### src/hdl/lsr_pkg.sv
// Constants and register map for the line status block.
// Assumes one 20 MHz clock and an APB master at the register side.
// Overview of operation
// - Bit 7 flags any error held in FIFO; here only errors received since the last status read
// - Reading line status clears bit 7
// - Non-FIFO: bit 6 while holding and shift empty
// - FIFO mode: bit 6 when FIFO, shift empty
// - Non-FIFO: bit 5 sets when holding moves out
// - Non-FIFO: host write clears bit 5
// - Bit 5 with enable raises interrupt
// - FIFO mode: bit 5 follows transmit FIFO empty
// - Bit 4 reports a break frame
// - One break character per break condition
// - Bit 3 reports missing stop bit
// - Framing flag belongs to FIFO head
// - Bit 2 reports parity error of head
// - Bit 1 on overrun, FIFO kept intact
// - Bit 0 while received data waits
package status_pkg;
  localparam int          DEPTH      = 16;
  localparam int          PTR_W      = 4;
  localparam int          CNT_W      = 5;
  localparam int          RX_W       = 11;
  localparam int          TX_W       = 8;
  localparam int          NFLAG      = 3;
  localparam int          NEVT       = 3;
  // Register byte addresses
  localparam logic [7:0]  OFS_DATA   = 8'h00;
  localparam logic [7:0]  OFS_STAT   = 8'h04;
  localparam logic [7:0]  OFS_CTRL   = 8'h08;
  localparam logic [7:0]  OFS_ISTAT  = 8'h0c;
  localparam logic [7:0]  OFS_ICLR   = 8'h10;
  localparam logic [7:0]  OFS_IEN    = 8'h14;
  // Control register fields
  localparam int          CTRL_FIFO  = 0;
  localparam int          CTRL_THRIE = 1;
  localparam logic        FIFO_RST   = 1'b0;
  localparam logic        THRIE_RST  = 1'b0;
  // Receive entry layout: {break, framing, parity, data}
  localparam int          RX_PE      = 8;
  localparam int          RX_FE      = 9;
  localparam int          RX_BI      = 10;
  // Line status bit positions
  localparam int          ST_DR      = 0;
  localparam int          ST_OE      = 1;
  localparam int          ST_PE      = 2;
  localparam int          ST_FE      = 3;
  localparam int          ST_BI      = 4;
  localparam int          ST_THRE    = 5;
  localparam int          ST_TEMT    = 6;
  localparam int          ST_FERR    = 7;
  // Interrupt event positions
  localparam int          EV_RX      = 0;
  localparam int          EV_LERR    = 1;
  localparam int          EV_THRE    = 2;
  localparam logic [2:0]  IEN_RST    = 3'h0;
endpackage

### src/hdl/flag_fifo.sv
// Flop-based FIFO with a per-entry flag summary.
// Assumes the owner never pushes while full; limit_one shrinks it to one stage.
`timescale 1ns/10ps
`default_nettype none
module flag_fifo import status_pkg::*; #(
  parameter int W = 8
) (
  input  wire logic             i_clk,       // clock
  input  wire logic             i_rst_n,     // async reset
  input  wire logic             i_limit_one, // single holding stage
  input  wire logic             i_flush,     // drop contents
  input  wire logic             i_push,      // write entry
  input  wire logic [W-1:0]     i_data,      // entry in
  input  wire logic             i_pop,       // drop head
  output logic      [W-1:0]     o_head,      // head entry
  output logic      [CNT_W-1:0] o_count,     // entries held
  output logic                  o_full,      // no room
  output logic                  o_empty,     // nothing held
  output logic                  o_any_flag   // flagged entry held
);
  typedef struct packed {
    logic [DEPTH-1:0][W-1:0] mem;
    logic [PTR_W-1:0]        rd;
    logic [PTR_W-1:0]        wr;
    logic [CNT_W-1:0]        cnt;
  } fst_t;
  fst_t s_r, s_nxt;
  logic [DEPTH-1:0] flag_v;
  logic             do_push, do_pop;

  assign o_count = s_r.cnt;
  assign o_empty = (s_r.cnt == '0);
  assign o_full  = i_limit_one ? !o_empty : (s_r.cnt == CNT_W'(DEPTH));
  assign o_head  = s_r.mem[s_r.rd];
  assign do_push = i_push && !o_full;
  assign do_pop  = i_pop && !o_empty;

  genvar g;
  for (g = 0; g < DEPTH; g++) begin : g_flag
    logic [PTR_W-1:0] rel;
    assign rel       = PTR_W'(g) - s_r.rd;
    assign flag_v[g] = ({1'b0, rel} < s_r.cnt) && (|s_r.mem[g][W-1:W-NFLAG]);
  end
  assign o_any_flag = |flag_v;

  always_comb begin
    s_nxt = s_r;
    if (do_push) begin
      s_nxt.mem[s_r.wr] = i_data;
      s_nxt.wr          = s_r.wr + PTR_W'(1);
    end
    if (do_pop) s_nxt.rd = s_r.rd + PTR_W'(1);
    s_nxt.cnt = s_r.cnt + CNT_W'(do_push) - CNT_W'(do_pop);
    if (i_flush) begin
      s_nxt.rd  = '0;
      s_nxt.wr  = '0;
      s_nxt.cnt = '0;
    end
  end

  always_ff @(posedge i_clk or negedge i_rst_n) begin
    if (!i_rst_n) s_r <= '0;
    else          s_r <= s_nxt;
  end
endmodule
`default_nettype wire

### src/hdl/irq_sticky.sv
// Sticky interrupt status with write-one-to-clear and enable register.
// Assumes event strobes last one cycle; an event in a clear cycle stays set.
`timescale 1ns/10ps
`default_nettype none
module irq_sticky import status_pkg::*; (
  input  wire logic            i_clk,    // clock
  input  wire logic            i_rst_n,  // async reset
  input  wire logic [NEVT-1:0] i_evt,    // event strobes
  input  wire logic [NEVT-1:0] i_clr,    // clear strobes
  input  wire logic            i_en_we,  // enable write
  input  wire logic [NEVT-1:0] i_en_d,   // enable value
  output logic      [NEVT-1:0] o_status, // sticky bits
  output logic      [NEVT-1:0] o_enable, // enable bits
  output logic                 o_irq     // any enabled bit
);
  typedef struct packed {
    logic [NEVT-1:0] stat;
    logic [NEVT-1:0] en;
  } ist_t;
  ist_t s_r, s_nxt;

  always_comb begin
    s_nxt      = s_r;
    s_nxt.stat = (s_r.stat & ~i_clr) | i_evt;
    if (i_en_we) s_nxt.en = i_en_d;
  end

  always_ff @(posedge i_clk or negedge i_rst_n) begin
    if (!i_rst_n) s_r <= '{stat: '0, en: IEN_RST};
    else          s_r <= s_nxt;
  end

  assign o_status = s_r.stat;
  assign o_enable = s_r.en;
  assign o_irq    = |(s_r.stat & s_r.en);
endmodule
`default_nettype wire

### src/hdl/line_status.sv
// Line status block of one UART channel with its receive and transmit FIFOs.
// Assumes an APB master, a receiver that reports each frame with its error
// flags, and a transmitter that takes characters from the holding stage.
//
// Local design decisions: the APB slave port and the register offsets.
`timescale 1ns/10ps
`default_nettype none
module line_status import status_pkg::*; (
  input  wire logic        i_clk,       // 20 MHz clock
  input  wire logic        i_rst_n,     // async reset, active low
  input  wire logic        i_psel,      // APB select
  input  wire logic        i_penable,   // APB enable
  input  wire logic        i_pwrite,    // APB direction
  input  wire logic [7:0]  i_paddr,     // APB byte address
  input  wire logic [31:0] i_pwdata,    // APB write data
  output logic      [31:0] o_prdata,    // APB read data
  output logic             o_pready,    // APB ready
  output logic             o_pslverr,   // APB error
  input  wire logic        i_rx_valid,  // frame complete strobe
  input  wire logic [7:0]  i_rx_data,   // received character
  input  wire logic        i_rx_perr,   // parity wrong
  input  wire logic        i_rx_ferr,   // stop bit missing
  input  wire logic        i_rx_brk,    // frame held low
  input  wire logic        i_rx_in,     // serial input level
  output logic             o_tx_valid,  // character available
  output logic      [7:0]  o_tx_data,   // character to send
  input  wire logic        i_tx_take,   // shift stage loads
  input  wire logic        i_shift_idle, // shift stage idle
  output logic             o_irq        // interrupt request
);
  typedef struct packed {
    logic        pready;
    logic        pslverr;
    logic [31:0] prdata;
    logic        fifo_en;
    logic        hold_ie;
    logic        ovr;
    logic        hd_ack;
    logic        err7;
    logic        brk_hold;
  } st_t;
  st_t s_r, s_nxt;

  logic             acc, rd_acc, wr_acc;
  logic             hit_data, hit_stat, hit_ctrl;
  logic             hit_istat, hit_iclr, hit_ien, mapped;
  logic             stat_rd;
  logic             rx_take, rx_push, rx_pop, rx_full, rx_empty, rx_any;
  logic             rx_flagged, ovr_evt;
  logic [RX_W-1:0]  rx_entry, rx_head;
  logic [CNT_W-1:0] rx_count;
  logic             tx_push, tx_pop, tx_full, tx_empty;
  logic [TX_W-1:0]  tx_head;
  logic [CNT_W-1:0] tx_count;
  logic             flush;
  logic [7:0]       status;
  logic [NEVT-1:0]  evt, iclr, istat, ien;
  logic             ien_we, irq_sticky_out, thre_evt;

  // One wait state: effects and read data are taken at the first access
  // edge, so the value read is the value that the read side effects acted on.
  assign acc    = i_psel && i_penable && !s_r.pready;
  assign rd_acc = acc && !i_pwrite;
  assign wr_acc = acc && i_pwrite;

  always_comb begin
    hit_data  = 1'b0;
    hit_stat  = 1'b0;
    hit_ctrl  = 1'b0;
    hit_istat = 1'b0;
    hit_iclr  = 1'b0;
    hit_ien   = 1'b0;
    if (i_paddr == OFS_DATA) begin
      hit_data = 1'b1;
    end else if (i_paddr == OFS_STAT) begin
      hit_stat = 1'b1;
    end else if (i_paddr == OFS_CTRL) begin
      hit_ctrl = 1'b1;
    end else if (i_paddr == OFS_ISTAT) begin
      hit_istat = 1'b1;
    end else if (i_paddr == OFS_ICLR) begin
      hit_iclr = 1'b1;
    end else if (i_paddr == OFS_IEN) begin
      hit_ien = 1'b1;
    end
  end
  assign mapped  = hit_data | hit_stat | hit_ctrl | hit_istat | hit_iclr | hit_ien;
  assign stat_rd = rd_acc && hit_stat;

  // Changing the FIFO mode empties both FIFOs
  assign flush = wr_acc && hit_ctrl && (i_pwdata[CTRL_FIFO] != s_r.fifo_en);

  // Receive path
  // A long break repeats frames; only the first is stored until the line idles
  assign rx_take    = i_rx_valid && !(i_rx_brk && s_r.brk_hold);
  assign rx_push    = rx_take && !rx_full;
  assign ovr_evt    = rx_take && rx_full;
  assign rx_pop     = rd_acc && hit_data && !rx_empty;
  assign rx_entry   = {i_rx_brk, i_rx_ferr, i_rx_perr, i_rx_data};
  assign rx_flagged = i_rx_brk | i_rx_ferr | i_rx_perr;

  flag_fifo #(
    .W          (RX_W)
  ) u_rx_fifo (
    .i_clk      (i_clk),
    .i_rst_n    (i_rst_n),
    .i_limit_one(!s_r.fifo_en),
    .i_flush    (flush),
    .i_push     (rx_push),
    .i_data     (rx_entry),
    .i_pop      (rx_pop),
    .o_head     (rx_head),
    .o_count    (rx_count),
    .o_full     (rx_full),
    .o_empty    (rx_empty),
    .o_any_flag (rx_any)
  );

  // Transmit path
  assign tx_push    = wr_acc && hit_data && !tx_full;
  assign tx_pop     = i_tx_take && !tx_empty;
  assign o_tx_valid = !tx_empty;
  assign o_tx_data  = tx_head;

  flag_fifo #(
    .W          (TX_W)
  ) u_tx_fifo (
    .i_clk      (i_clk),
    .i_rst_n    (i_rst_n),
    .i_limit_one(!s_r.fifo_en),
    .i_flush    (flush),
    .i_push     (tx_push),
    .i_data     (i_pwdata[7:0]),
    .i_pop      (tx_pop),
    .o_head     (tx_head),
    .o_count    (tx_count),
    .o_full     (tx_full),
    .o_empty    (tx_empty),
    .o_any_flag ()
  );

  // Line status assembly
  always_comb begin
    status           = 8'h00;
    status[ST_DR]    = !rx_empty;
    status[ST_OE]    = s_r.ovr;
    // Head flags hide after a status read until the next head arrives
    status[ST_PE]    = !rx_empty && !s_r.hd_ack && rx_head[RX_PE];
    status[ST_FE]    = !rx_empty && !s_r.hd_ack && rx_head[RX_FE];
    status[ST_BI]    = !rx_empty && !s_r.hd_ack && rx_head[RX_BI];
    // Holding stage empties when the shift stage loads; a write refills it
    status[ST_THRE]  = tx_empty;
    status[ST_TEMT]  = tx_empty && i_shift_idle;
    status[ST_FERR]  = s_r.fifo_en && s_r.err7 && rx_any;
  end

  // Interrupt events
  assign thre_evt        = tx_pop && (tx_count == CNT_W'(1)) && !tx_push;
  assign evt[EV_RX]      = rx_push;
  assign evt[EV_LERR]    = ovr_evt || (rx_push && rx_flagged);
  assign evt[EV_THRE]    = thre_evt;
  assign iclr            = (wr_acc && hit_iclr) ? i_pwdata[NEVT-1:0] : '0;
  assign ien_we          = wr_acc && hit_ien;

  irq_sticky u_irq (
    .i_clk   (i_clk),
    .i_rst_n (i_rst_n),
    .i_evt   (evt),
    .i_clr   (iclr),
    .i_en_we (ien_we),
    .i_en_d  (i_pwdata[NEVT-1:0]),
    .o_status(istat),
    .o_enable(ien),
    .o_irq   (irq_sticky_out)
  );

  assign o_irq = irq_sticky_out || (status[ST_THRE] && s_r.hold_ie);

  // State update
  always_comb begin
    s_nxt         = s_r;
    s_nxt.pready  = acc;
    s_nxt.pslverr = acc && !mapped;
    if (rd_acc) begin
      s_nxt.prdata = 32'h0000_0000;
      if (hit_data) begin
        s_nxt.prdata[7:0] = rx_empty ? 8'h00 : rx_head[7:0];
      end else if (hit_stat) begin
        s_nxt.prdata[7:0] = status;
      end else if (hit_ctrl) begin
        s_nxt.prdata[CTRL_FIFO]  = s_r.fifo_en;
        s_nxt.prdata[CTRL_THRIE] = s_r.hold_ie;
      end else if (hit_istat) begin
        s_nxt.prdata[NEVT-1:0] = istat;
      end else if (hit_ien) begin
        s_nxt.prdata[NEVT-1:0] = ien;
      end
    end
    if (wr_acc && hit_ctrl) begin
      s_nxt.fifo_en = i_pwdata[CTRL_FIFO];
      s_nxt.hold_ie = i_pwdata[CTRL_THRIE];
    end
    // Status read clears; a new event in the same cycle wins
    s_nxt.ovr  = (stat_rd ? 1'b0 : s_r.ovr) | ovr_evt;
    s_nxt.err7 = (stat_rd ? 1'b0 : s_r.err7) | (rx_push && rx_flagged);
    if (rx_pop || rx_empty || flush) begin
      s_nxt.hd_ack = 1'b0;
    end else if (stat_rd) begin
      s_nxt.hd_ack = 1'b1;
    end
    if (rx_push && i_rx_brk) begin
      s_nxt.brk_hold = 1'b1;
    end else if (i_rx_in) begin
      s_nxt.brk_hold = 1'b0;
    end
  end

  always_ff @(posedge i_clk or negedge i_rst_n) begin
    if (!i_rst_n) begin
      s_r         <= '0;
      s_r.fifo_en <= FIFO_RST;
      s_r.hold_ie <= THRIE_RST;
    end else begin
      s_r <= s_nxt;
    end
  end

  assign o_prdata  = s_r.prdata;
  assign o_pready  = s_r.pready;
  assign o_pslverr = s_r.pslverr;
endmodule
`default_nettype wire

### config.mk
export PLATFORM = sky130hd
export DESIGN_NAME = line_status
export DESIGN_NICKNAME = d
export VERILOG_FILES = /design/src/hdl/lsr_pkg.sv /design/src/hdl/flag_fifo.sv /design/src/hdl/irq_sticky.sv /design/src/hdl/line_status.sv
export SDC_FILE = /design/constraint.sdc
export NUM_CORES = 1
export LEC_CHECK = 0
export BUFFER_PORTS_ARGS = -buffer_cell sky130_fd_sc_hd__buf_2
export CAP_MARGIN = 20
export CORE_MARGIN = 3
export CORE_UTILIZATION = 62
export CTS_BUF_LIST = sky130_fd_sc_hd__clkbuf_16
export DETAILED_ROUTE_END_ITERATION = 16
export PLACE_DENSITY_LB_ADDON = 0.1
export SETUP_SLACK_MARGIN = 0.5
export SLEW_MARGIN = 5
export SYNTH_ARGS = -nofsm -noshare
export SYNTH_HDL_FRONTEND = slang
export SYNTH_SLANG_ARGS = --single-unit
### constraint.sdc
create_clock -name i_clk -period 3.8 [get_ports i_clk]
set_input_delay 0.76 -clock i_clk [delete_from_list [all_inputs] [get_ports i_clk]]
set_output_delay 0.76 -clock i_clk [all_outputs]
set_load 0.01 [all_outputs]
* After elaboration in Yosys (flattened, before gate mapping)
Cells that the tools add are included.
** Storage, ports and cells
- Register bits :: 352
- Bits in latches :: 0
- Memory bits (writable) :: 0
- Bits in read-only memories :: 0
- Input bits :: 60
- Output and inout port bits :: 44
- Word-level logic and storage cells :: 265
- Memories :: 0
** Cells by class
- $add $sub $neg :: 24
- $mul :: 0
- Divide/modulo/power cells :: 0
- $lt $le $gt $ge :: 22
- Equality and inequality tests :: 9
- Shift operators :: 0
- Muxes and demuxes :: 54
- Bitwise logic cells :: 13
- Reductions and logical operators :: 94
** Operators with widths (count)
- bitwise mux 176 bit :: 1
- bitwise mux 128 bit :: 1
- less-than comparator 4 x 5 -> 1 bit :: 16
- logical AND 1 bit :: 53
- OR reduction 3 bit :: 17
- binary-select mux 11 bit (select 4 bit) :: 1
- demux 11 bit (select 4 bit) :: 1
- binary-select mux 8 bit (select 4 bit) :: 1
- demux 8 bit (select 4 bit) :: 1
- two-way mux 8 bit :: 4
- subtractor 4 bit (first input constant) :: 8
- two-way mux 1 bit :: 30
- two-way mux 13 bit :: 2
- two-way mux 11 bit :: 2
- less-than comparator 4 x 5 -> 1 bit (second input constant) :: 4
- adder 4 x 1 -> 4 bit (second input constant) :: 4
- equality test 8 x 4 -> 1 bit (second input constant) :: 2
- equality test 8 x 5 -> 1 bit (second input constant) :: 2
- two-way mux 4 bit :: 4
- OR reduction 16 bit :: 1
- subtractor 3 x 4 -> 4 bit (first input constant) :: 4
- two-way mux 3 bit :: 4
- nonzero test 2 bit :: 6
- adder 5 x 1 -> 5 bit :: 2
- 18 further kinds :: 45

* Logic depth before layout (Yosys ltp)
Gate-level depths: netlist of run 1.
- Depth after elaboration :: 12
- Mapped depth :: 15
- Mapped depth without buffers :: 15

* Modules after synthesis
Synthesis of run 1 repeated with hierarchy kept, for this count alone.
** Unflattened totals
- Cells, all modules :: 1442
- Area total of the unflattened synthesis :: 20111.8 µm²
** By module, submodules not included
- flag_fifo (u_rx_fifo) :: instances 1, cells an instance 709, area an instance 10799.1 µm², sequential area each 4729.5 µm²
- flag_fifo (u_tx_fifo) :: instances 1, cells an instance 575, area an instance 7823.8 µm², sequential area each 3528.4 µm²
- line_status :: instances 1, cells an instance 141, area an instance 1257.5 µm², sequential area each 400.4 µm²
- irq_sticky :: instances 1, cells an instance 17, area an instance 231.5 µm², sequential area each 150.1 µm²

* Worst setup path after synthesis of run 1
Ideal clock, no wire load.
- Path kind :: input -> register
- Start point :: in i_paddr[3]
- End point :: reg u_rx_fifo.s_r (netlist bit u_rx_fifo.o_count[4])
- Setup time :: 0.133 ns
- Arrival :: 3.079 ns
- Data required time :: 3.667 ns
- Slack :: 0.588 ns
- Stages on the path :: 14
- Buffers on the path :: 1
- Cells stage by stage :: clkbuf_1 > nor4_4 > nand3b_1 > nor2_1 > ha_1 > inv_1 > ha_1 > inv_1 > fa_1 > inv_1 > a21oi_1 > nor2_1 > or3_1 > a21oi_1
** RTL lines
- start, declared :: line line_status.sv:14 : input wire logic [7:0] i_paddr,
- end signal, assigned :: line flag_fifo.sv:63 : else s_r <= s_nxt;
- end, declared :: line flag_fifo.sv:27 : fst_t s_r, s_nxt;

* Final worst setup path of run 1
- Start point :: reg u_tx_fifo.s_r[9] (netlist name)
- End point :: out o_tx_data[0]
** Between the ends
- Word-level cells in the longest chain between the ends :: 2
** Ends and longest elaborated chain
- start, declared :: line flag_fifo.sv:27
- start signal, assigned :: line flag_fifo.sv:63
- binary-select mux 8 bit (select 4 bit) :: line flag_fifo.sv:34 : assign o_head = s_r.mem[s_r.rd];
- two-way mux 8 bit (not written as such) :: line flag_fifo.sv:34
- end, declared :: line line_status.sv:26 : output logic [7:0] o_tx_data,
No other way between the ends. The select of a mux whose other input is x is not followed.

==> results of run 1 <==
-- critical path, delay by kind of cell, from the launching register on --
family / cells / cell delay, ns
DFF: 1 / 0.37
muxes: 2 / 1.07
buffers and inverters: 2 / 0.43
-- metrics by stage --
stage,cells,util
3_5_place_dp,1675,0.659
4_1_cts,1740,0.698
6_report,1740,0.698
3_3_place_gp,1675,0.659
2_1_floorplan,1309,-
5_1_grt,1740,0.698
-- cell usage after synthesis (13+ instances only) --
| library cell | instances |
|---|---|
| dfrtp_1 | 352 |
| mux2_2 | 264 |
| mux4_2 | 92 |
| nand2_1 | 68 |
| ha_1 | 57 |
| buf_4 | 46 |
| inv_1 | 43 |
| mux2_1 | 37 |
| clkbuf_1 | 35 |
| nor2_1 | 29 |
| a21oi_1 | 26 |
| nor3_1 | 22 |
| o21ai_0 | 21 |
| buf_2 | 17 |
| xnor2_1 | 16 |
| and2_1 | 13 |
-- power groups by stage --
stage                     clock network (mW)  logic, mW  registers, mW
after floorplan                            0       1.33           4.07
after global placement                     0       1.66           4.18
after detailed placement                   0       1.70           4.18
after CTS                               3.42       1.71           4.12
after global routing                    3.56       1.91           4.14
final                                   3.33       1.69           4.12
-- cell families after synthesis --
group                    share of synthesized area
AO/OA/AOI/OAI                               0.0323
flip-flops                                   0.491
multiplexers                                 0.313
AND/OR/NAND/NOR                             0.0659
XOR/XNOR                                    0.0137
buffers and inverters                       0.0422
adder cells (fa/ha/maj)                     0.0420
other                                     0.000209
-- state kept, by name, indices dropped and copies added, names as in the netlist --
| signal | flops |
|---|---|
| u_tx_fifo.o_count | 5 |
| u_irq.o_enable | 3 |
| u_rx_fifo.s_r | 184 |
| u_irq.o_status | 3 |
| u_rx_fifo.o_count | 5 |
| o_pready | 1 |
| o_prdata | 8 |
| o_pslverr | 1 |
| u_tx_fifo.s_r | 136 |
| s_r | 6 |
-- final cells by class --
class,count,area share
clock buffer,39,0.0496
clock inverter,26,0.00725
inverter,45,0.00859
multi-input combinational,807,0.431
sequential,352,0.448
tap,378,0.0240
timing repair buffer,93,0.0316
-- worst max-delay path by stage --
stage	slack, ns	cells past startpoint	from	to
floorplan	0.59	14	i_paddr[3]	u_rx_fifo.o_count[4]
global placement	0.59	15	i_paddr[4]	u_rx_fifo.o_count[4]
detailed placement	0.53	15	i_paddr[4]	u_rx_fifo.o_count[4]
CTS	0.59	4	u_tx_fifo.s_r[9]	o_tx_data[0]
global route	0.55	4	u_tx_fifo.s_r[9]	o_tx_data[0]
finish	0.63	4	u_tx_fifo.s_r[9]	o_tx_data[0]
-- per-layer routing --
metal / vias to the layer above / GRT usage / routed length, um
met5: - / 0 / 0
met4: 0 / 0.0666 / 904
met3: 66 / 0.0361 / 1520
met2: 225 / 0.433 / 19300
met1: 5511 / 0.351 / 16700
li1: 4720 / - / -
==> flow_metrics.tcl, run 1 <==
set metrics [dict create \
    cts_tree "yes" \
    detail-route-antenna-nets 0 \
    place_area_um2 18500 \
    dp_hpwl_um 25800 \
    grt_max_degree 94 \
    dieArea_um2 31000 \
    cp_slowest_cell "mux4_2" \
    p_seq_frac 0.451 \
    crit_top_cell "mux4_2" \
    drive_gt1_frac 0.397 \
    rr_endpoint "o_prdata[1]" \
    grt_first_pass_wirelength_um 62200 \
    hold_viol_final 0 \
    powerDensity_nw_per_um2 465 \
    setup_viol 0 \
    portBuffers 55 \
    ys_seq_area_frac 0.491 \
    clockBufferDepth 3 \
    worstPathCellList "buf_12 -> mux4_2 -> mux4_2 -> buf_2" \
    timing.final.crit_share 0.834 \
    synth_ff_type "dfrtp_1" \
    maxCapViolations 0 \
    avgViaCountPerCell 6.05 \
    fin_area_um2 19700 \
    insertion_delay_ns 0.52 \
    antenna_found_initial 0 \
    fillers 1939 \
    nNetsFinal 1456 \
    crit_path_max_fanout 35 \
    layout.area.seq_um2 8810 \
    intPower_mw 6.53 \
    core_area_um2 28200 \
    multi_input_area_um2 8470 \
    io_pins 104 \
    ys_seq_elements 352 \
    cp-start-kind "register" \
    total_power_mw 9.14 \
    first_global_vias 11100 \
    power.leakage_nw 9.79 \
    yosysTopAreaCellShare 0.491 \
    slew_viol_final 0 \
    syn_area_um2 18000 \
    post_cts_resized 0 \
    yosys-top-cells-area "dfrtp_1 49%, mux2_2 17%, mux4_2 12%" \
    crit_path_end_kind "primary output" \
    wl_per_cell_um 22.1 \
    worstHoldPathType "in2async" \
    pwr-share-comb 0.185 \
    htreeDepth 2 \
    tightest_slew_ns 0.823 \
    drt_iter0_drc 577 \
    via_count 10500 \
    area_delta_synth_final_pct 9.56 \
    clkTransAtPathRegs_ns 0.06 \
    final_common_cell "dfrtp_1" \
    drcViolationCount 0 \
    final.setup.tns_ns 0 \
    grt-ovfl-total 0 \
    grt_usage 0.255 \
    synth_cell_type_count 63 \
    start_util 0.637 \
    firstDrtPassIters 6 \
    reg2reg_slack_ns 0.85 \
    critical_path_class "reg2out" \
    max-slew-margin-rel 0.447 \
    clock-root-buffer "clkbuf_16" \
    max_freq_ghz 0.316 \
    place_ws_ns 0.534 \
    syn_inst 1286 \
    synth_area_leader_cell "dfrtp_1" \
    cp.arrival_ns 2.41 \
    numCtsBuffers 38 \
    fin_crit_ns 3.17 \
    cts_setup_buffers 0 \
    ys_async_sr_fraction 1.00 \
    worst_r2r_startpoint "u_rx_fifo.s_r[9]" \
    placementRows 61 \
    timing.hold.ws_ns 0.242 \
    fin_ws_ns 0.631 \
    hold_buffers 0 \
    reg2reg_depth 6 \
    postSynthAreaPerCell_um2 14.0 \
    cpPeakStageDelay_ns 0.59 \
    swShare 0.286 \
    die-height_um 176 \
    clock_power_share 0.364 \
    layout_common_cells "349 x dfrtp_1, 264 x mux2_2, 92 x mux4_2, 68 x nand2_1, 57 x ha_1" \
    clock-sinks 352 \
    p_sw_mw 2.61 \
    vdd_ir_drop_max_v 0.000364 \
    diodes 0 \
    die_w_um 176 \
    drt_wl_total_um 38500 \
    gp_congestion 0.845 \
    yosysWarnings 0 \
    finalClockSkew_ns 0.0210 \
    rsz0062_at_grt "false" \
    synth-edff-count 0 \
    status "complete, no violations" \
    required_ns 3.04 \
]
No activity file was read; power rests on OpenSTA's default activity.
==> run 2: changes to the inputs <==
==> constraint.sdc (replaced) <==
create_clock -name i_clk -period 2.94 [get_ports i_clk]
set_input_delay 0.588 -clock i_clk [delete_from_list [all_inputs] [get_ports i_clk]]
set_output_delay 0.588 -clock i_clk [all_outputs]
set_load 0.01 [all_outputs]
==> flow_metrics.tcl, run 2 (synthesis results as in run 1) <==
set metrics [dict create \
    rsz0062_at_grt "true" \
    firstDrtPassIters 5 \
    worst_r2r_startpoint "u_rx_fifo.o_count[3]" \
    worstHoldPathType "in2async" \
    timing.final.crit_share 1.02 \
    layout_common_cells "346 x dfrtp_1, 173 x mux2_4, 99 x mux2_2, 92 x mux4_2, 63 x buf_4" \
    crit_path_max_fanout 13 \
    nNetsFinal 1532 \
    avgViaCountPerCell 6.14 \
    clock-sinks 352 \
    gp_congestion 0.872 \
    die-height_um 176 \
    io_pins 104 \
    grt_usage 0.275 \
    violations "setup timing" \
    detail-route-antenna-nets 0 \
    hold_viol_final 0 \
    cp.arrival_ns 2.40 \
    drcViolationCount 0 \
    area_delta_synth_final_pct 22.0 \
    finalClockSkew_ns 0.0226 \
    cp-start-kind "register" \
    cp-startpoint "u_tx_fifo.s_r[9]" \
    crit_path_end_kind "primary output" \
    critical_path.endpoint "o_tx_data[6]" \
    max_freq_ghz 0.335 \
    first_global_vias 11700 \
    grt_max_degree 78 \
    drt_iter0_drc 757 \
    clockBufferDepth 3 \
    antenna_found_initial 0 \
    wl_per_cell_um 23.9 \
    fin_ws_ns -0.0493 \
    hold_buffers 0 \
    powerDensity_nw_per_um2 582 \
    clock-root-buffer "clkbuf_16" \
    core_area_um2 28200 \
    htreeDepth 2 \
    dp_hpwl_um 26200 \
    finalCoreUtilization 0.778 \
    place_ws_ns 0.122 \
    diodes 0 \
    timing.hold.ws_ns 0.0680 \
    cts_tree "yes" \
    insertion_delay_ns 0.53 \
    reg2reg_depth 15 \
    portBuffers 55 \
    final_common_cell "dfrtp_1" \
    max-slew-margin-rel 0.572 \
    clkTransAtPathRegs_ns 0.06 \
    reg2reg_slack_ns 0.27 \
    placementRows 61 \
    top_register "u_rx_fifo.s_r" \
    maxCapViolations 0 \
    dieArea_um2 31000 \
    power.leakage_nw 10.6 \
    drt_wl_total_um 43500 \
    largest_reg_flops 184 \
    rr_endpoint "u_rx_fifo.o_count[4]" \
    grt-ovfl-total 0 \
    setup_viol 8 \
    vdd_ir_drop_max_v 0.000598 \
    fin_crit_ns 2.99 \
    start_util 0.637 \
    grt_first_pass_wirelength_um 66200 \
    slew_viol_final 0 \
    via_count 11200 \
    drive_gt1_frac 0.484 \
    critical_path_class "reg2out" \
    numCtsBuffers 38 \
    required_ns 2.35 \
    die_w_um 176 \
    status "finished with violations" \
    tightest_slew_ns 0.637 \
]
==> run 2: cell count changes in the layout (fill, tap and decap cells not counted), moves of 12 or more <==
cell and delta:
and2_1 -12, and2_4 +12, buf_12 +13, buf_4 +29
buf_6 +20, ha_1 -14, ha_4 +12, mux2_2 -165
mux2_4 +165
==> run 2: final cells by class <==
type	count	area, um2
clock buffers	38	951
well taps	378	473
clock inverters	30	195
fillers	1627	6260
repair buffers	167	1650
multi-input cells	809	9610
flip-flops and latches	352	8820
inverters	45	195
==> run 2: timing repair <==
action | 4_1_cts | 5_1_grt
cloned | 5 | 2
resized for setup | 209 | 117
buffers inserted | 23 | 26
endpoints found under the setup margin | 225 | 257
pin swaps | 19 | 30
==> run 2: how the worst min path moves through the flow <==
stage | endpoint | startpoint | cells past startpoint
2_1_floorplan | o_prdata[0] | i_rst_n | 0
3_3_place_gp | u_tx_fifo.s_r[120] | u_tx_fifo.s_r[120] | 1
3_5_place_dp | u_tx_fifo.s_r[131] | u_tx_fifo.s_r[131] | 1
4_1_cts | o_prdata[4] | i_rst_n | 1
5_1_grt | u_tx_fifo.o_count[4] | i_rst_n | 1
6_report | u_tx_fifo.o_count[4] | i_rst_n | 1
==> run 2: layer usage <==
layer / up-vias / GRT usage / wire, um
met5: - / 0 / 0
met4: 0 / 0.0822 / 1670
met3: 107 / 0.0394 / 2090
met2: 326 / 0.467 / 21800
met1: 5845 / 0.372 / 18000
li1: 4886 / - / -
==> run 2: critical path, cell delays in order (launching register included) <==
cell	delay [ns]
dfrtp_2	0.49
buf_12	0.21
mux4_2	0.54
mux4_2	0.50
buf_6	0.14
==> run 2: per-stage QoR <==
stage	cell area (um2)	setup TNS [ns]	instances	power [mW]
6_report	21900	-0.232	1819	12.8
4_1_cts	21200	-0.337	1791	12.4
5_1_grt	21900	-0.712	1819	13.3
3_3_place_gp	18900	0	1695	7.67
2_1_floorplan	18200	0	1309	7.05
3_5_place_dp	18900	0	1695	7.74
==> run 2: power breakdown <==
| group | total (mW) | internal, mW | switching (mW) |
|---|---|---|---|
| Sequential | 5.34 | 5.06 | 0.288 |
| Clock | 4.45 | 2.53 | 1.93 |
| Combinational | 2.95 | 1.40 | 1.55 |
| Total | 12.8 | 8.98 | 3.77 |
==> run 3: changes to the inputs <==
--- a/config.mk
+++ b/config.mk
@@ -16,4 +16,5 @@
 export SLEW_MARGIN = 5
 export SYNTH_ARGS = -nofsm -noshare
 export SYNTH_HDL_FRONTEND = slang
+export SYNTH_HIERARCHICAL = 1
 export SYNTH_SLANG_ARGS = --single-unit
==> flow_metrics.tcl, run 3 <==
set metrics [dict create \
    busiest_layer "met2" \
    firstDrtPassIters 5 \
    antenna_found_initial 0 \
    gp_congestion 0.865 \
    crit_path_end_kind "register" \
    drcViolationCount 0 \
    placementRows 63 \
    final_common_cell "dfrtp_1" \
    cp_slowest_cell "dfrtp_1" \
    cpPeakStageDelay_ns 0.39 \
    intPower_mw 8.92 \
    cp_top_family "simple AND/OR/NAND/NOR gates" \
    clock-sinks 352 \
    layout_common_cells "348 x dfrtp_1, 300 x mux2_4, 95 x mux4_2, 73 x buf_4, 48 x buf_2" \
    wl_per_cell_um 24.8 \
    postSynthAreaPerCell_um2 14.7 \
    grt-ovfl-total 0 \
    diodes 0 \
    tightest_slew_ns 0.703 \
    clock_power_share 0.365 \
    cp.arrival_ns 3.59 \
    timing.final.crit_share 1.07 \
    top_register "u_rx_fifo/s_r" \
    cp-start-kind "register" \
    met1_usage 0.389 \
    fin_ws_ns -0.197 \
    clkTransAtPathRegs_ns 0.06 \
    crit_path_max_fanout 2 \
    finalClockSkew_ns 0.0159 \
    status "finished with violations" \
    rsz0062_at_grt "true" \
    io_pins 104 \
    syn_area_um2 19000 \
    setup_viol 12 \
    met2_usage 0.455 \
    final.setup.tns_ns -1.05 \
    yosysWarnings 6 \
    worstHoldPathType "in2async" \
    worstPathCellList "inv_2 -> ha_4 -> nor3b_4 -> mux2i_2 -> inv_1 -> nor4_4 -> and2_4 -> inv_4 -> ha_4 -> inv_2 -> ha_4 -> fa_2 -> a21oi_2 -> nor2_1 -> or3_1 -> a21oi_2" \
    drt_iter0_drc 751 \
    numCtsBuffers 37 \
    p_sw_mw 3.46 \
    place_ws_ns -0.460 \
    clockBufferDepth 3 \
    drt_wl_total_um 46600 \
    via_count 11400 \
    fin_cells 1879 \
    core_area_um2 30000 \
    portBuffers 55 \
    insertion_delay_ns 0.53 \
    max-slew-margin-rel 0.532 \
    cp_num_buf_inv 4 \
    crit_top_cell "ha_4" \
    p_seq_frac 0.410 \
    swShare 0.280 \
    area_delta_synth_final_pct 23.4 \
    nNetsFinal 1581 \
    place_inst 1743 \
    max_freq_ghz 0.319 \
    dieArea_um2 32800 \
    vdd_ir_drop_max_v 0.000508 \
    cts_tree "yes" \
    drive_gt1_frac 0.535 \
    critical_path_class "reg2reg" \
    first_global_vias 12200 \
    hold_viol_final 0 \
    syn_inst 1292 \
    powerDensity_nw_per_um2 528 \
    die-height_um 181 \
    use_met3 0.0306 \
    slew_viol_final 0 \
    required_ns 3.40 \
    grt_max_degree 82 \
    clock-root-buffer "clkbuf_16" \
    largest_reg_flops 184 \
    detail-route-antenna-nets 0 \
    start_util 0.635 \
    pwr-share-comb 0.225 \
    die_w_um 181 \
    grt_usage 0.271 \
    violations "setup timing" \
    dp_hpwl_um 27600 \
    avgViaCountPerCell 6.09 \
    fin_crit_ns 3.14 \
    maxCapViolations 0 \
    grt_first_pass_wirelength_um 71100 \
    htreeDepth 2 \
    power.leakage_nw 10.8 \
]
## run 3: metrics by stage
stage	area [um2]	utilization	hold slack, ns	power, mW
global placement	20500	0.683	0.469	7.18
CTS	22600	0.755	0.0655	12.2
global route	23500	0.783	0.0587	12.9
finish	23500	0.783	0.0262	12.4
floorplan	19400	-	0.292	6.59
detailed placement	20500	0.683	0.482	7.22
## run 3: power groups by stage
| stage | sequential, mW | combinational [mW] | clock (mW) |
|---|---|---|---|
| after global placement | 5.16 | 2.02 | 0 |
| final | 5.08 | 2.79 | 4.52 |
| after floorplan | 5.13 | 1.47 | 0 |
| after CTS | 5.08 | 2.52 | 4.59 |
| after global routing | 5.09 | 3.05 | 4.79 |
| after detailed placement | 5.16 | 2.06 | 0 |
## run 3: layer usage
layer	routed length [um]	vias to the layer above
li1	-	4961
met1	19900	6072
met2	23600	318
met3	1980	90
met4	1200	0
met5	0	-
## run 3: path summary, 6_finish.rpt
check                      slack, ns  depth (start not counted)                  from                    to
max in group asynchronous       2.11                          2               i_rst_n     u_rx_fifo/s_r[67]
setup / recovery               -0.20                         16  u_tx_fifo/o_count[2]  u_tx_fifo/o_count[4]
min in group i_clk              0.25                          2               i_rx_in                s_r[0]
hold reg to reg                 0.50                          2           o_prdata[6]           o_prdata[6]
setup reg to reg               -0.20                         16  u_tx_fifo/o_count[2]  u_tx_fifo/o_count[4]
hold / removal                  0.03                          1               i_rst_n  u_tx_fifo/o_count[4]
## run 3: worst register-to-register path, stage by stage (launching register included)
cell and delay [ns]:
dfrtp_1 0.39, inv_2 0.08, ha_4 0.13, nor3b_4 0.21
mux2i_2 0.28, inv_1 0.10, nor4_4 0.16, and2_4 0.21
inv_4 0.04, ha_4 0.24, inv_2 0.04, ha_4 0.15
fa_2 0.35, a21oi_2 0.14, nor2_1 0.06, or3_1 0.35
a21oi_2 0.14
## run 3: timing repair
item,in CTS,in global routing
hold buffers,0,0
buffers inserted,39,19
resized for setup,88,158
endpoints found under the setup margin,326,335
pin swaps,42,45
endpoints found under the hold margin,0,0
cloned,8,2
## run 3: cell type report
cell class                      instances  area (um2)
Fill cell                            1690        6490
Timing Repair Buffer                  221        2490
Multi-Input combinational cell        797       10300
Clock inverter                         31         240
Clock buffer                           37         926
Sequential cell                       352        8820
Inverter                               51         213
Tap cell                              390         488
